**src/design/cef_pkg.sv**
```systemverilog
package cef_pkg;

	// Register byte addresses on the serial configuration port
	localparam logic [7:0] CEF_FLAGS_ADDR   = 8'h10;
	localparam logic [7:0] CEF_MASKS_ADDR   = 8'h11;
	localparam logic [7:0] CEF_STATUS_ADDR  = 8'h12;
	localparam logic [7:0] CEF_DETAILS_ADDR = 8'h13;

	// Bit positions shared by flags, masks and live status
	localparam int unsigned BIT_INPUT_ADAPT  = 7;
	localparam int unsigned BIT_INPUT_VALID  = 6;
	localparam int unsigned BIT_INPUT_LIMIT  = 5;
	localparam int unsigned BIT_CHARGER      = 4;
	localparam int unsigned BIT_BATTERY      = 3;
	localparam int unsigned BIT_SPARE        = 2;
	localparam int unsigned BIT_CELL_DISC    = 1;
	localparam int unsigned BIT_BYPASS       = 0;

	// Detail register field positions
	localparam int unsigned DTL_INPUT_LSB    = 5;
	localparam int unsigned DTL_SENSE_LSB    = 1;

	// Reset values and the event bit mask
	localparam logic [7:0] FLAGS_RST         = 8'h00;
	localparam logic [7:0] MASKS_RST         = 8'hFF;
	localparam logic [7:0] STATUS_RST        = 8'hBB;
	localparam logic [7:0] DETAILS_RST       = 8'h00;
	localparam logic [7:0] EVENT_BITS        = 8'hFB;

	// Detail codes
	localparam logic [1:0] INPUT_VALID_CODE  = 2'h3;
	localparam logic [2:0] BAT_GOOD_CODE_A   = 3'h3;
	localparam logic [2:0] BAT_GOOD_CODE_B   = 3'h4;
	localparam logic [2:0] BAT_GOOD_CODE_C   = 3'h7;
	localparam logic [3:0] BYPASS_OK_CODE    = 4'h0;

	// Input current limit qualification time
	localparam longint unsigned CLK_HZ        = 20_000_000;
	localparam longint unsigned LIMIT_QUAL_MS = 30;
	localparam int unsigned LIMIT_QUAL_CYC    =
		int'((LIMIT_QUAL_MS * CLK_HZ + 999) / 1000);
	localparam int unsigned LIMIT_CNT_W       = 20;

endpackage : cef_pkg

```
**src/design/cef_limit_if.sv**
```systemverilog
// Carries the at-limit level to the qualifier and its verdict back
interface cef_limit_if;
	logic at_limit;
	logic limit_ok;

	modport src  (output at_limit, input  limit_ok);
	modport qual (input  at_limit, output limit_ok);
endinterface : cef_limit_if

```
**src/design/cef_limit_qual.sv**
```systemverilog
// Drops limit_ok only after a continuous at-limit run of QUAL_CYCLES
module cef_limit_qual #(
	parameter int unsigned QUAL_CYCLES = cef_pkg::LIMIT_QUAL_CYC
) (
	input  wire logic        mclk_i,
	input  wire logic        rstn_i,
	cef_limit_if.qual        lim
);

	localparam logic [cef_pkg::LIMIT_CNT_W-1:0] LAST =
		cef_pkg::LIMIT_CNT_W'(QUAL_CYCLES - 1);

	logic [cef_pkg::LIMIT_CNT_W-1:0] cnt_r;
	logic                            ok_r;
	wire                             run_done = (cnt_r == LAST);

	// Any gap in the limit condition restarts the run
	always_ff @(posedge mclk_i) begin
		if (!rstn_i) begin
			cnt_r <= '0;
			ok_r  <= 1'b1;
		end else if (!lim.at_limit) begin
			cnt_r <= '0;
			ok_r  <= 1'b1;
		end else if (run_done) begin
			ok_r  <= 1'b0;
		end else begin
			cnt_r <= cnt_r + 1'b1;
		end
	end

	assign lim.limit_ok = ok_r;

endmodule : cef_limit_qual

```
**src/design/cef_event_unit.sv**
```systemverilog
module cef_event_unit #(
	parameter int unsigned LIMIT_QUAL_CYCLES = cef_pkg::LIMIT_QUAL_CYC
) (
	input  wire logic       mclk_i,
	input  wire logic       rstn_i,
	// Register access from the serial configuration port
	input  wire logic [7:0] reg_addr_i,
	input  wire logic       reg_rd_i,
	input  wire logic       reg_wr_i,
	input  wire logic [7:0] reg_wdata_i,
	output logic      [7:0] reg_rdata_o,
	output logic            reg_rvalid_o,
	// Charger core conditions, same clock
	input  wire logic       adapt_active_i,
	input  wire logic [1:0] input_detail_code_i,
	input  wire logic       input_at_limit_i,
	input  wire logic       charge_suspended_i,
	input  wire logic [2:0] battery_detail_code_i,
	input  wire logic [3:0] bypass_detail_code_i,
	input  wire logic       sense_pos_open_i,
	input  wire logic       sense_neg_open_i,
	input  wire logic [7:0] junction_temp_i,
	input  wire logic [7:0] thermal_threshold_setting_i,
	// Disconnect pin, asynchronous
	input  wire logic       cell_disconnect_input_i,
	// Outputs
	output logic            thermal_regulation_flag_o,
	output logic            irq_o
);

	// Returns true when a strobe hits a given address
	function automatic logic addr_hit(input logic strobe, input logic [7:0] addr,
		input logic [7:0] target);
		addr_hit = strobe && (addr == target);
	endfunction : addr_hit

	// Registers
	logic [7:0] flags_r;
	logic [7:0] flags_nxt;
	logic [7:0] masks_r;
	logic [7:0] masks_nxt;
	logic [7:0] status_r;
	logic [7:0] status_nxt;
	logic [7:0] details_r;
	logic [7:0] details_nxt;
	logic [7:0] rdata_r;
	logic [7:0] rdata_nxt;
	logic       rvalid_r;
	logic       thermal_flag_r;
	logic       thermal_flag_nxt;
	logic       irq_r;
	logic       irq_nxt;
	logic       disc_meta_r;
	logic       disc_sync_r;

	cef_limit_if lim_if ();

	// Disconnect pin synchroniser
	// Only the second stage is read; the first may still be settling
	always_ff @(posedge mclk_i) begin
		if (!rstn_i) begin
			disc_meta_r <= 1'b0;
			disc_sync_r <= 1'b0;
		end else begin
			disc_meta_r <= cell_disconnect_input_i;
			disc_sync_r <= disc_meta_r;
		end
	end

	// Input current limit qualification
	assign lim_if.at_limit = input_at_limit_i;

	cef_limit_qual #(
		.QUAL_CYCLES (LIMIT_QUAL_CYCLES)
	) u_limit_qual (
		.mclk_i (mclk_i),
		.rstn_i (rstn_i),
		.lim    (lim_if.qual)
	);

	// Thermal regulation compare
	assign thermal_flag_nxt = (junction_temp_i > thermal_threshold_setting_i);

	// Individual live status terms
	wire adapt_ok   = ~adapt_active_i;
	wire valid_ok   = (input_detail_code_i == cef_pkg::INPUT_VALID_CODE);
	wire limit_ok   = lim_if.limit_ok;
	wire charger_ok = ~(charge_suspended_i | thermal_flag_nxt);
	wire bat_good   = (battery_detail_code_i == cef_pkg::BAT_GOOD_CODE_A)
		|| (battery_detail_code_i == cef_pkg::BAT_GOOD_CODE_B)
		|| (battery_detail_code_i == cef_pkg::BAT_GOOD_CODE_C);
	wire battery_ok = bat_good & ~charge_suspended_i;
	wire disc_ok    = ~disc_sync_r;
	wire bypass_ok  = (bypass_detail_code_i == cef_pkg::BYPASS_OK_CODE);

	// Live status byte in flag bit order
	always_comb begin
		status_nxt                           = '0;
		status_nxt[cef_pkg::BIT_INPUT_ADAPT] = adapt_ok;
		status_nxt[cef_pkg::BIT_INPUT_VALID] = valid_ok;
		status_nxt[cef_pkg::BIT_INPUT_LIMIT] = limit_ok;
		status_nxt[cef_pkg::BIT_CHARGER]     = charger_ok;
		status_nxt[cef_pkg::BIT_BATTERY]     = battery_ok;
		status_nxt[cef_pkg::BIT_CELL_DISC]   = disc_ok;
		status_nxt[cef_pkg::BIT_BYPASS]      = bypass_ok;
	end

	// Detail byte: input code and remote sense line state
	always_comb begin
		details_nxt = cef_pkg::DETAILS_RST;
		details_nxt[cef_pkg::DTL_INPUT_LSB +: 2] = input_detail_code_i;
		details_nxt[cef_pkg::DTL_SENSE_LSB +: 2] =
			{sense_neg_open_i, sense_pos_open_i};
	end

	// Access decode
	wire rd_flags   = addr_hit(reg_rd_i, reg_addr_i, cef_pkg::CEF_FLAGS_ADDR);
	wire rd_masks   = addr_hit(reg_rd_i, reg_addr_i, cef_pkg::CEF_MASKS_ADDR);
	wire rd_status  = addr_hit(reg_rd_i, reg_addr_i, cef_pkg::CEF_STATUS_ADDR);
	wire rd_details = addr_hit(reg_rd_i, reg_addr_i, cef_pkg::CEF_DETAILS_ADDR);
	wire wr_masks   = addr_hit(reg_wr_i, reg_addr_i, cef_pkg::CEF_MASKS_ADDR);

	// Change detect against the previous status; set wins over read clear
	// A change landing in the read cycle stays pending for the next read
	wire [7:0] changed = (status_nxt ^ status_r) & cef_pkg::EVENT_BITS;
	assign flags_nxt = (rd_flags ? cef_pkg::FLAGS_RST : flags_r) | changed;

	// Mask write, all eight bits stored
	assign masks_nxt = wr_masks ? reg_wdata_i : masks_r;

	// Combined request from unmasked flags
	assign irq_nxt = |(flags_nxt & ~masks_nxt);

	// Read data mux; unmapped addresses read zero
	assign rdata_nxt = rd_flags   ? flags_r   :
	                   rd_masks   ? masks_r   :
	                   rd_status  ? status_r  :
	                   rd_details ? details_r : 8'h00;

	// Live status capture, the reference for the next change detect
	always_ff @(posedge mclk_i) begin
		if (!rstn_i) begin
			status_r <= cef_pkg::STATUS_RST;
		end else begin
			status_r <= status_nxt;
		end
	end

	// Detail byte capture
	always_ff @(posedge mclk_i) begin
		if (!rstn_i) begin
			details_r <= cef_pkg::DETAILS_RST;
		end else begin
			details_r <= details_nxt;
		end
	end

	// Thermal flag, registered so the pin comes from a flop
	always_ff @(posedge mclk_i) begin
		if (!rstn_i) begin
			thermal_flag_r <= 1'b0;
		end else begin
			thermal_flag_r <= thermal_flag_nxt;
		end
	end

	// Sticky event flags
	always_ff @(posedge mclk_i) begin
		if (!rstn_i) begin
			flags_r <= cef_pkg::FLAGS_RST;
		end else begin
			flags_r <= flags_nxt;
		end
	end

	// Mask register, fully masked out of reset
	always_ff @(posedge mclk_i) begin
		if (!rstn_i) begin
			masks_r <= cef_pkg::MASKS_RST;
		end else begin
			masks_r <= masks_nxt;
		end
	end

	// Read data, valid in the cycle of the read answer
	always_ff @(posedge mclk_i) begin
		if (!rstn_i) begin
			rdata_r <= 8'h00;
		end else begin
			rdata_r <= rdata_nxt;
		end
	end

	// Read answer strobe, one cycle after the read strobe
	always_ff @(posedge mclk_i) begin
		if (!rstn_i) begin
			rvalid_r <= 1'b0;
		end else begin
			rvalid_r <= reg_rd_i;
		end
	end

	// Combined interrupt request level
	always_ff @(posedge mclk_i) begin
		if (!rstn_i) begin
			irq_r <= 1'b0;
		end else begin
			irq_r <= irq_nxt;
		end
	end

	assign reg_rdata_o               = rdata_r;
	assign reg_rvalid_o              = rvalid_r;
	assign thermal_regulation_flag_o = thermal_flag_r;
	assign irq_o                     = irq_r;

endmodule : cef_event_unit

```
**config.mk**
```make
export PLATFORM = sky130hd
export DESIGN_NAME = cef_event_unit
export DESIGN_NICKNAME = d
export VERILOG_FILES = /design/src/design/cef_pkg.sv /design/src/design/cef_limit_if.sv /design/src/design/cef_limit_qual.sv /design/src/design/cef_event_unit.sv
export SDC_FILE = /design/constraint.sdc
export NUM_CORES = 1
export LEC_CHECK = 0
export ABC_AREA = 1
export ABC_CLOCK_PERIOD_IN_PS = 2100
export BUFFER_PORTS_ARGS = -buffer_cell sky130_fd_sc_hd__buf_2
export CORE_UTILIZATION = 54
export CTS_CLUSTER_SIZE = 25
export DETAILED_ROUTE_END_ITERATION = 8
export PLACE_DENSITY = 0.79
export SKIP_CTS_REPAIR_TIMING = 1
export SLEW_MARGIN = 0
export SYNTH_ARGS = -nofsm -noshare
export SYNTH_HDL_FRONTEND = slang
export SYNTH_SLANG_ARGS = --single-unit
```
**constraint.sdc**
```tcl
create_clock -name mclk_i -period 2.1 [get_ports mclk_i]
set_input_delay 0.21 -clock mclk_i [delete_from_list [all_inputs] [get_ports mclk_i]]
set_output_delay 0.21 -clock mclk_i [all_outputs]
set_load 0.02 [all_outputs]
```
==> results of run 1 <==
==> worst min-delay path by stage <==
stage                         endpoint  slack (ns)  depth (start not counted)
2_1_floorplan   status_r[7]$_SDFF_PN1_        0.27                          1
3_3_place_gp    status_r[1]$_SDFF_PN1_        0.38                          1
3_5_place_dp    status_r[1]$_SDFF_PN1_        0.40                          1
4_1_cts        details_r[2]$_SDFF_PN0_        0.03                          3
5_1_grt        details_r[2]$_SDFF_PN0_        0.04                          3
6_report       details_r[2]$_SDFF_PN0_        0.04                          3
==> registers in the layout, summed over array words and instances (netlist names) <==
register	flops
disc_meta_r	1
u_limit_qual.cnt_r	20
flags_r	8
reg_rvalid_o	1
masks_r	8
disc_sync_r	1
irq_o	1
reg_rdata_o	8
u_limit_qual.lim.limit_ok	1
status_r	7
details_r	4
thermal_regulation_flag_o	1
==> metal layers <==
layer | vias to the layer above | GRT usage [%]
li1 | 1428 | -
met1 | 1197 | 24.6
met2 | 55 | 42.2
met3 | 8 | 6.47
met4 | 0 | 10.0
met5 | - | 0
==> per-stage QoR <==
step           setup slack, ns  utilization (%)  instance area (µm²)  power, W
3_3_place_gp             0.461             64.4                 3350   0.00141
6_report                 0.393             69.1                 3600   0.00268
2_1_floorplan            0.586                -                 2970   0.00134
4_1_cts                  0.406             69.1                 3600   0.00270
5_1_grt                  0.251             69.1                 3600   0.00277
3_5_place_dp             0.391             64.4                 3350   0.00142
==> where the power goes <==
group / leakage [nW] / internal [W] / total, W / switching, W
Sequential: 0.498 / 0.00119 / 0.00120 / 0.0000150
Clock: 0.119 / 0.000818 / 0.00129 / 0.000471
Combinational: 1.25 / 0.0000840 / 0.000194 / 0.000110
Total: 1.86 / 0.00209 / 0.00268 / 0.000595
==> layout make-up <==
class	count	area, µm²
clock buffers	10	138
clock inverters	6	110
fillers	436	1610
inverters	70	264
multi-input cells	265	1450
flip-flops and latches	61	1220
well taps	70	87.6
repair buffers	64	328
==> synth_stat cells, drive strengths merged (2+ instances only) <==
cell type  count
nor3           8
xor2           9
nor4           5
dfxtp         61
a31oi          6
o21a           2
inv           69
nor2          30
or2            2
nand4         16
clkbuf         5
ha             9
nand3         17
o21ai         12
buf            3
a211oi         3
a21oi         34
nand2        107
==> worst register-to-register path, stage by stage, from the launching register on <==
cell and delay, ns:
dfxtp_1 0.42, ha_1 0.22, nand2_1 0.10, nor2_4 0.14, nand4_2 0.12, nor3_4 0.32, and3_1 0.24, nor3_2 0.04
==> kinds of logic (layout without fill, tap and decap cells) <==
| family | after synthesis | in the layout |
|---|---|---|
| AND/OR/NAND/NOR | 187 | 187 |
| buffers and inverters | 78 | 150 |
| adder cells (fa/ha/maj) | 9 | 9 |
| AO/OA/AOI/OAI | 59 | 59 |
| XOR/XNOR | 10 | 10 |
| flip-flops | 61 | 61 |
==> impl_metrics.json, run 1 <==
{
  "yosysTopAreaCellShare_pct": 41.1,
  "power_density_mw_per_mm2": 746,
  "timing.setup.tns_ns": 0,
  "grt_max_degree": 29,
  "synth_area_leader_cell": "dfxtp_1",
  "wirelength_um": 6130,
  "hold_path.startpoint": "sense_neg_open_i",
  "hold_class": "primary input to register",
  "syn2layout_area_growth_pct": 21.0,
  "clk_pin_slew_ns": 0.07,
  "avgRoutedWirePerCell_um": 11.2,
  "dieArea_mm2": 0.00581,
  "outcome": "finished clean",
  "die_x_um": 76.2,
  "r2r_start": "u_limit_qual.cnt_r[0]$_SDFFE_PN0P_",
  "ant_nets": 0,
  "avgViaCountPerCell": 4.92,
  "drc": 0,
  "syn_area_mm2": 0.00297,
  "synth_area_per_cell_um2": 7.36,
  "syn_nets": 464,
  "layout.nets": 531,
  "path_class": "register to register",
  "r2r_slack_ns": 0.39,
  "place_congestion": 0.850,
  "dr.pass1.iters": 6,
  "rows": 26,
  "critPathRequiredTime_ns": 2.33,
  "ys_seq_elements": 61,
  "rsz0062_at_grt": "no",
  "r2r_end": "u_limit_qual.cnt_r[18]$_SDFFE_PN0P_",
  "final_common_cell": "nand2_1",
  "hold_viol": 0,
  "dr_total_vias": 2688,
  "max_freq_mhz": 586,
  "cts_tree": "yes",
  "async_flop_share_pct": 0,
  "drv_cap": 0,
  "synth_compound_area_share_pct": 10.9,
  "top_layer": "met4",
  "hpwlAfterDp_um": 4500,
  "fin_cells": 546,
  "final_cell_mix": "nand2_1, inv_1, dfxtp_1, buf_2, a21oi_1",
  "ios": 62,
  "post-route-min-period_ns": 1.71,
  "overflow": 0,
  "path_delay_family": "simple AND/OR/NAND/NOR gates",
  "initial_core_util_pct": 57.1,
  "cts_sinks": 61,
  "cts_buffer_depth": 2,
  "synth-edff-count": 0,
  "synth_top_family_by_area": "simple AND/OR/NAND/NOR gates",
  "path_buf_inv": 0,
  "route.layer.met1.wl_um": 2740,
  "grt_pass1_vias": 2726,
  "synthCells": 404,
  "maxSlewViolCount": 0,
  "die_y_um": 76.2,
  "diodes": 0,
  "skew_ns": 0.00792,
  "synth-seq-area-share_pct": 41.1,
  "track_usage_pct": 23.0,
  "crit_path_max_fanout": 9,
  "crit_arrival_ns": 1.94,
  "startpoint": "u_limit_qual.cnt_r[0]$_SDFFE_PN0P_",
  "synthXorXnorAreaFrac_pct": 2.95,
  "cts_max_level": 3,
  "cts-root-buf": "clkbuf_8",
  "cts-buffers-inserted": 9,
  "p_leak_nw": 1.86,
  "clk_latency_ns": 0.34,
  "setup_viol": 0,
  "grt_pass1_wl_um": 10900,
  "cp-end-kind": "register",
  "max_stage_delay_ns": 0.42,
  "cp-start-kind": "register",
  "ys_types": 37,
  "grt_antenna_before_repair": 0,
  "cp_cell_sequence": "ha_1 -> nand2_1 -> nor2_4 -> nand4_2 -> nor3_4 -> and3_1 -> nor3_2",
  "synthMuxAreaShare_pct": 0,
  "synth_fa_ha_area_share_pct": 3.79,
  "tightest_slew_ns": 0.382,
  "layout-drive-gt1-share_pct": 21.6,
  "hold_ws_ns": 0.0425,
  "ys.warnings.count": 0,
  "crit_path_top_delay_cell": "dfxtp_1",
  "ir_drop_v": 0.000580,
  "reg2regPathDepth": 7,
  "endpoint": "u_limit_qual.cnt_r[18]$_SDFFE_PN0P_",
  "drtIter0Drc": 153,
  "place_inst": 530,
  "wl_met3_um": 254,
  "synth-simple-area-share_pct": 31.1,
  "fin_crit_sh_pct": 81.3,
  "wl_met2_um": 3080,
  "synth_ff_type": "dfxtp_1",
  "synthTopCellsByArea": "dfxtp_1, nand2_1, inv_1",
  "slew_headroom_pct": 74.5,
  "coreArea_mm2": 0.00520,
  "io_buffers": 61,
  "critical_path_depth": 7
}
Note: power is estimated with default switching activity, not from simulation.
==> run 2: changes to the inputs <==
--- a/config.mk
+++ b/config.mk
@@ -6,7 +6,7 @@
 export NUM_CORES = 1
 export LEC_CHECK = 0
 export ABC_AREA = 1
-export ABC_CLOCK_PERIOD_IN_PS = 2100
+export ABC_CLOCK_PERIOD_IN_PS = 1600
 export BUFFER_PORTS_ARGS = -buffer_cell sky130_fd_sc_hd__buf_2
 export CORE_UTILIZATION = 54
 export CTS_CLUSTER_SIZE = 25
==> constraint.sdc (replaced) <==
create_clock -name mclk_i -period 1.6 [get_ports mclk_i]
set_input_delay 0.16 -clock mclk_i [delete_from_list [all_inputs] [get_ports mclk_i]]
set_output_delay 0.16 -clock mclk_i [all_outputs]
set_load 0.02 [all_outputs]
==> run 2 against run 1 <==
Sequential power is 31% higher. Final cell count is 2.6% higher. Combinational power is 39% higher. Sequential share of layout area is 1.1 points lower. Power is 21% higher. Non-clock buffer count is 14 higher. Via count is 4.4% higher. Maximum frequency is 12% higher. Worst setup slack worse by 0.31 ns. Highest routed layer unchanged. Critical path depth is 2 higher.
==> impl_metrics.json, run 2 (same netlist as run 1, synthesis figures left out) <==
{
  "ir_drop_v": 0.000556,
  "drtIter0Drc": 125,
  "r2r_slack_ns": 0.08,
  "rows": 26,
  "syn2layout_area_growth_pct": 25.6,
  "die_y_um": 76.2,
  "crit_path_max_fanout": 7,
  "critPathRequiredTime_ns": 1.82,
  "maxSlewViolCount": 0,
  "stdcell_area_mm2": 0.00373,
  "track_usage_pct": 22.9,
  "drc": 0,
  "slew_headroom_pct": 67.5,
  "largest_register_ffs": 20,
  "p_leak_nw": 1.93,
  "avgViaCountPerCell": 5.01,
  "die_x_um": 76.2,
  "cts_tree": "yes",
  "cp-start-kind": "register",
  "cts_max_level": 3,
  "hpwlAfterDp_um": 4510,
  "diodes": 0,
  "regMostFlops": "u_limit_qual.cnt_r",
  "layout.nets": 545,
  "wirelength_um": 6400,
  "ant_nets": 0,
  "grt_pass1_vias": 2663,
  "outcome": "finished clean",
  "dr.pass1.iters": 4,
  "path_class": "register to register",
  "rsz0062_at_grt": "yes",
  "dpl_cell_area_mm2": 0.00340,
  "ios": 62,
  "dr_total_vias": 2807,
  "tightest_slew_ns": 0.483,
  "grt_pass1_wl_um": 10700,
  "initial_core_util_pct": 57.1,
  "dieArea_mm2": 0.00581,
  "cts-root-buf": "clkbuf_8",
  "final_common_cell": "nand2_1",
  "cts-buffers-inserted": 9,
  "crit_arrival_ns": 1.74,
  "post-route-min-period_ns": 1.52,
  "fin_crit_sh_pct": 95.0,
  "overflow": 0,
  "io_buffers": 61,
  "coreArea_mm2": 0.00520,
  "hold_viol": 0,
  "place_ws_ns": -0.0108,
  "grt_antenna_before_repair": 0,
  "setup_viol": 0,
  "clk_pin_slew_ns": 0.07,
  "cts_buffer_depth": 2,
  "drv_cap": 0,
  "max_freq_mhz": 658,
  "cts_sinks": 61,
  "avgRoutedWirePerCell_um": 11.4,
  "clk_latency_ns": 0.34,
  "power_density_mw_per_mm2": 873,
  "place_congestion": 0.795,
  "cp-end-kind": "register",
  "hold_class": "primary input to register",
  "final_cell_mix": "nand2_1, inv_1, buf_2, dfxtp_1, a21oi_1",
  "grt_max_degree": 30,
  "skew_ns": 0.0126,
  "setup_slack_ns": 0.0795,
  "layout-drive-gt1-share_pct": 25.7
}
## run 2: cell types whose count changed in the layout (fill, tap and decap cells not counted), sizes merged
cell	change
clkinvlp	-1
clkbuf	+3
buf	+14
bufinv	-2
## run 2: critical path: stages, from the launching register on
cell	delay, ns
dfxtp_2	0.34
ha_1	0.18
nand2_1	0.09
nor2_4	0.18
nand4_4	0.11
nor3_4	0.17
buf_6	0.15
nand3_1	0.07
nand2_1	0.07
a21oi_1	0.05
## run 2: power breakdown
group / switching, W / total [W] / internal, W
combinational: 0.000151 / 0.000270 / 0.000119
sequential: 0.0000174 / 0.00157 / 0.00156
clock: 0.000570 / 0.00141 / 0.000845
## run 2: through the flow
stage	cells	hold slack [ns]	utilization (%)	power, W	setup TNS (ns)
after floorplan	404	0.222	-	0.00176	0
after global placement	537	0.345	65.4	0.00186	0
after detailed placement	537	0.347	65.4	0.00187	-0.0108
after CTS	553	-0.0106	69.4	0.00329	0
after global routing	560	0.00634	71.7	0.00341	-0.148
final	560	0.00841	71.7	0.00326	0
## run 2: final cells by class
type,instances,area (µm²)
clock buffer,13,169
clock inverter,3,42.5
fill,437,1470
inverter,70,264
multi-input combinational,265,1500
sequential,61,1220
tap,70,87.6
timing repair buffer,78,444
## run 2: final timing paths
path / startpoint / to / depth (start not counted)
worst max-delay path: u_limit_qual.cnt_r[0]$_SDFFE_PN0P_ / u_limit_qual.cnt_r[16]$_SDFFE_PN0P_ / 9
worst min-delay path: sense_pos_open_i / details_r[1]$_SDFF_PN0_ / 3
worst max register to register: u_limit_qual.cnt_r[0]$_SDFFE_PN0P_ / u_limit_qual.cnt_r[16]$_SDFFE_PN0P_ / 9
worst min register to register: disc_sync_r$_SDFF_PN0_ / status_r[1]$_SDFF_PN1_ / 1
## run 2: layer usage
layer  track usage [%]  wire (µm)  vias up
li1                  -          -     1448
met1              24.2       2660     1288
met2              42.6       3330       61
met3              6.59        342       10
met4              8.65         72        0
met5                 0          0        -
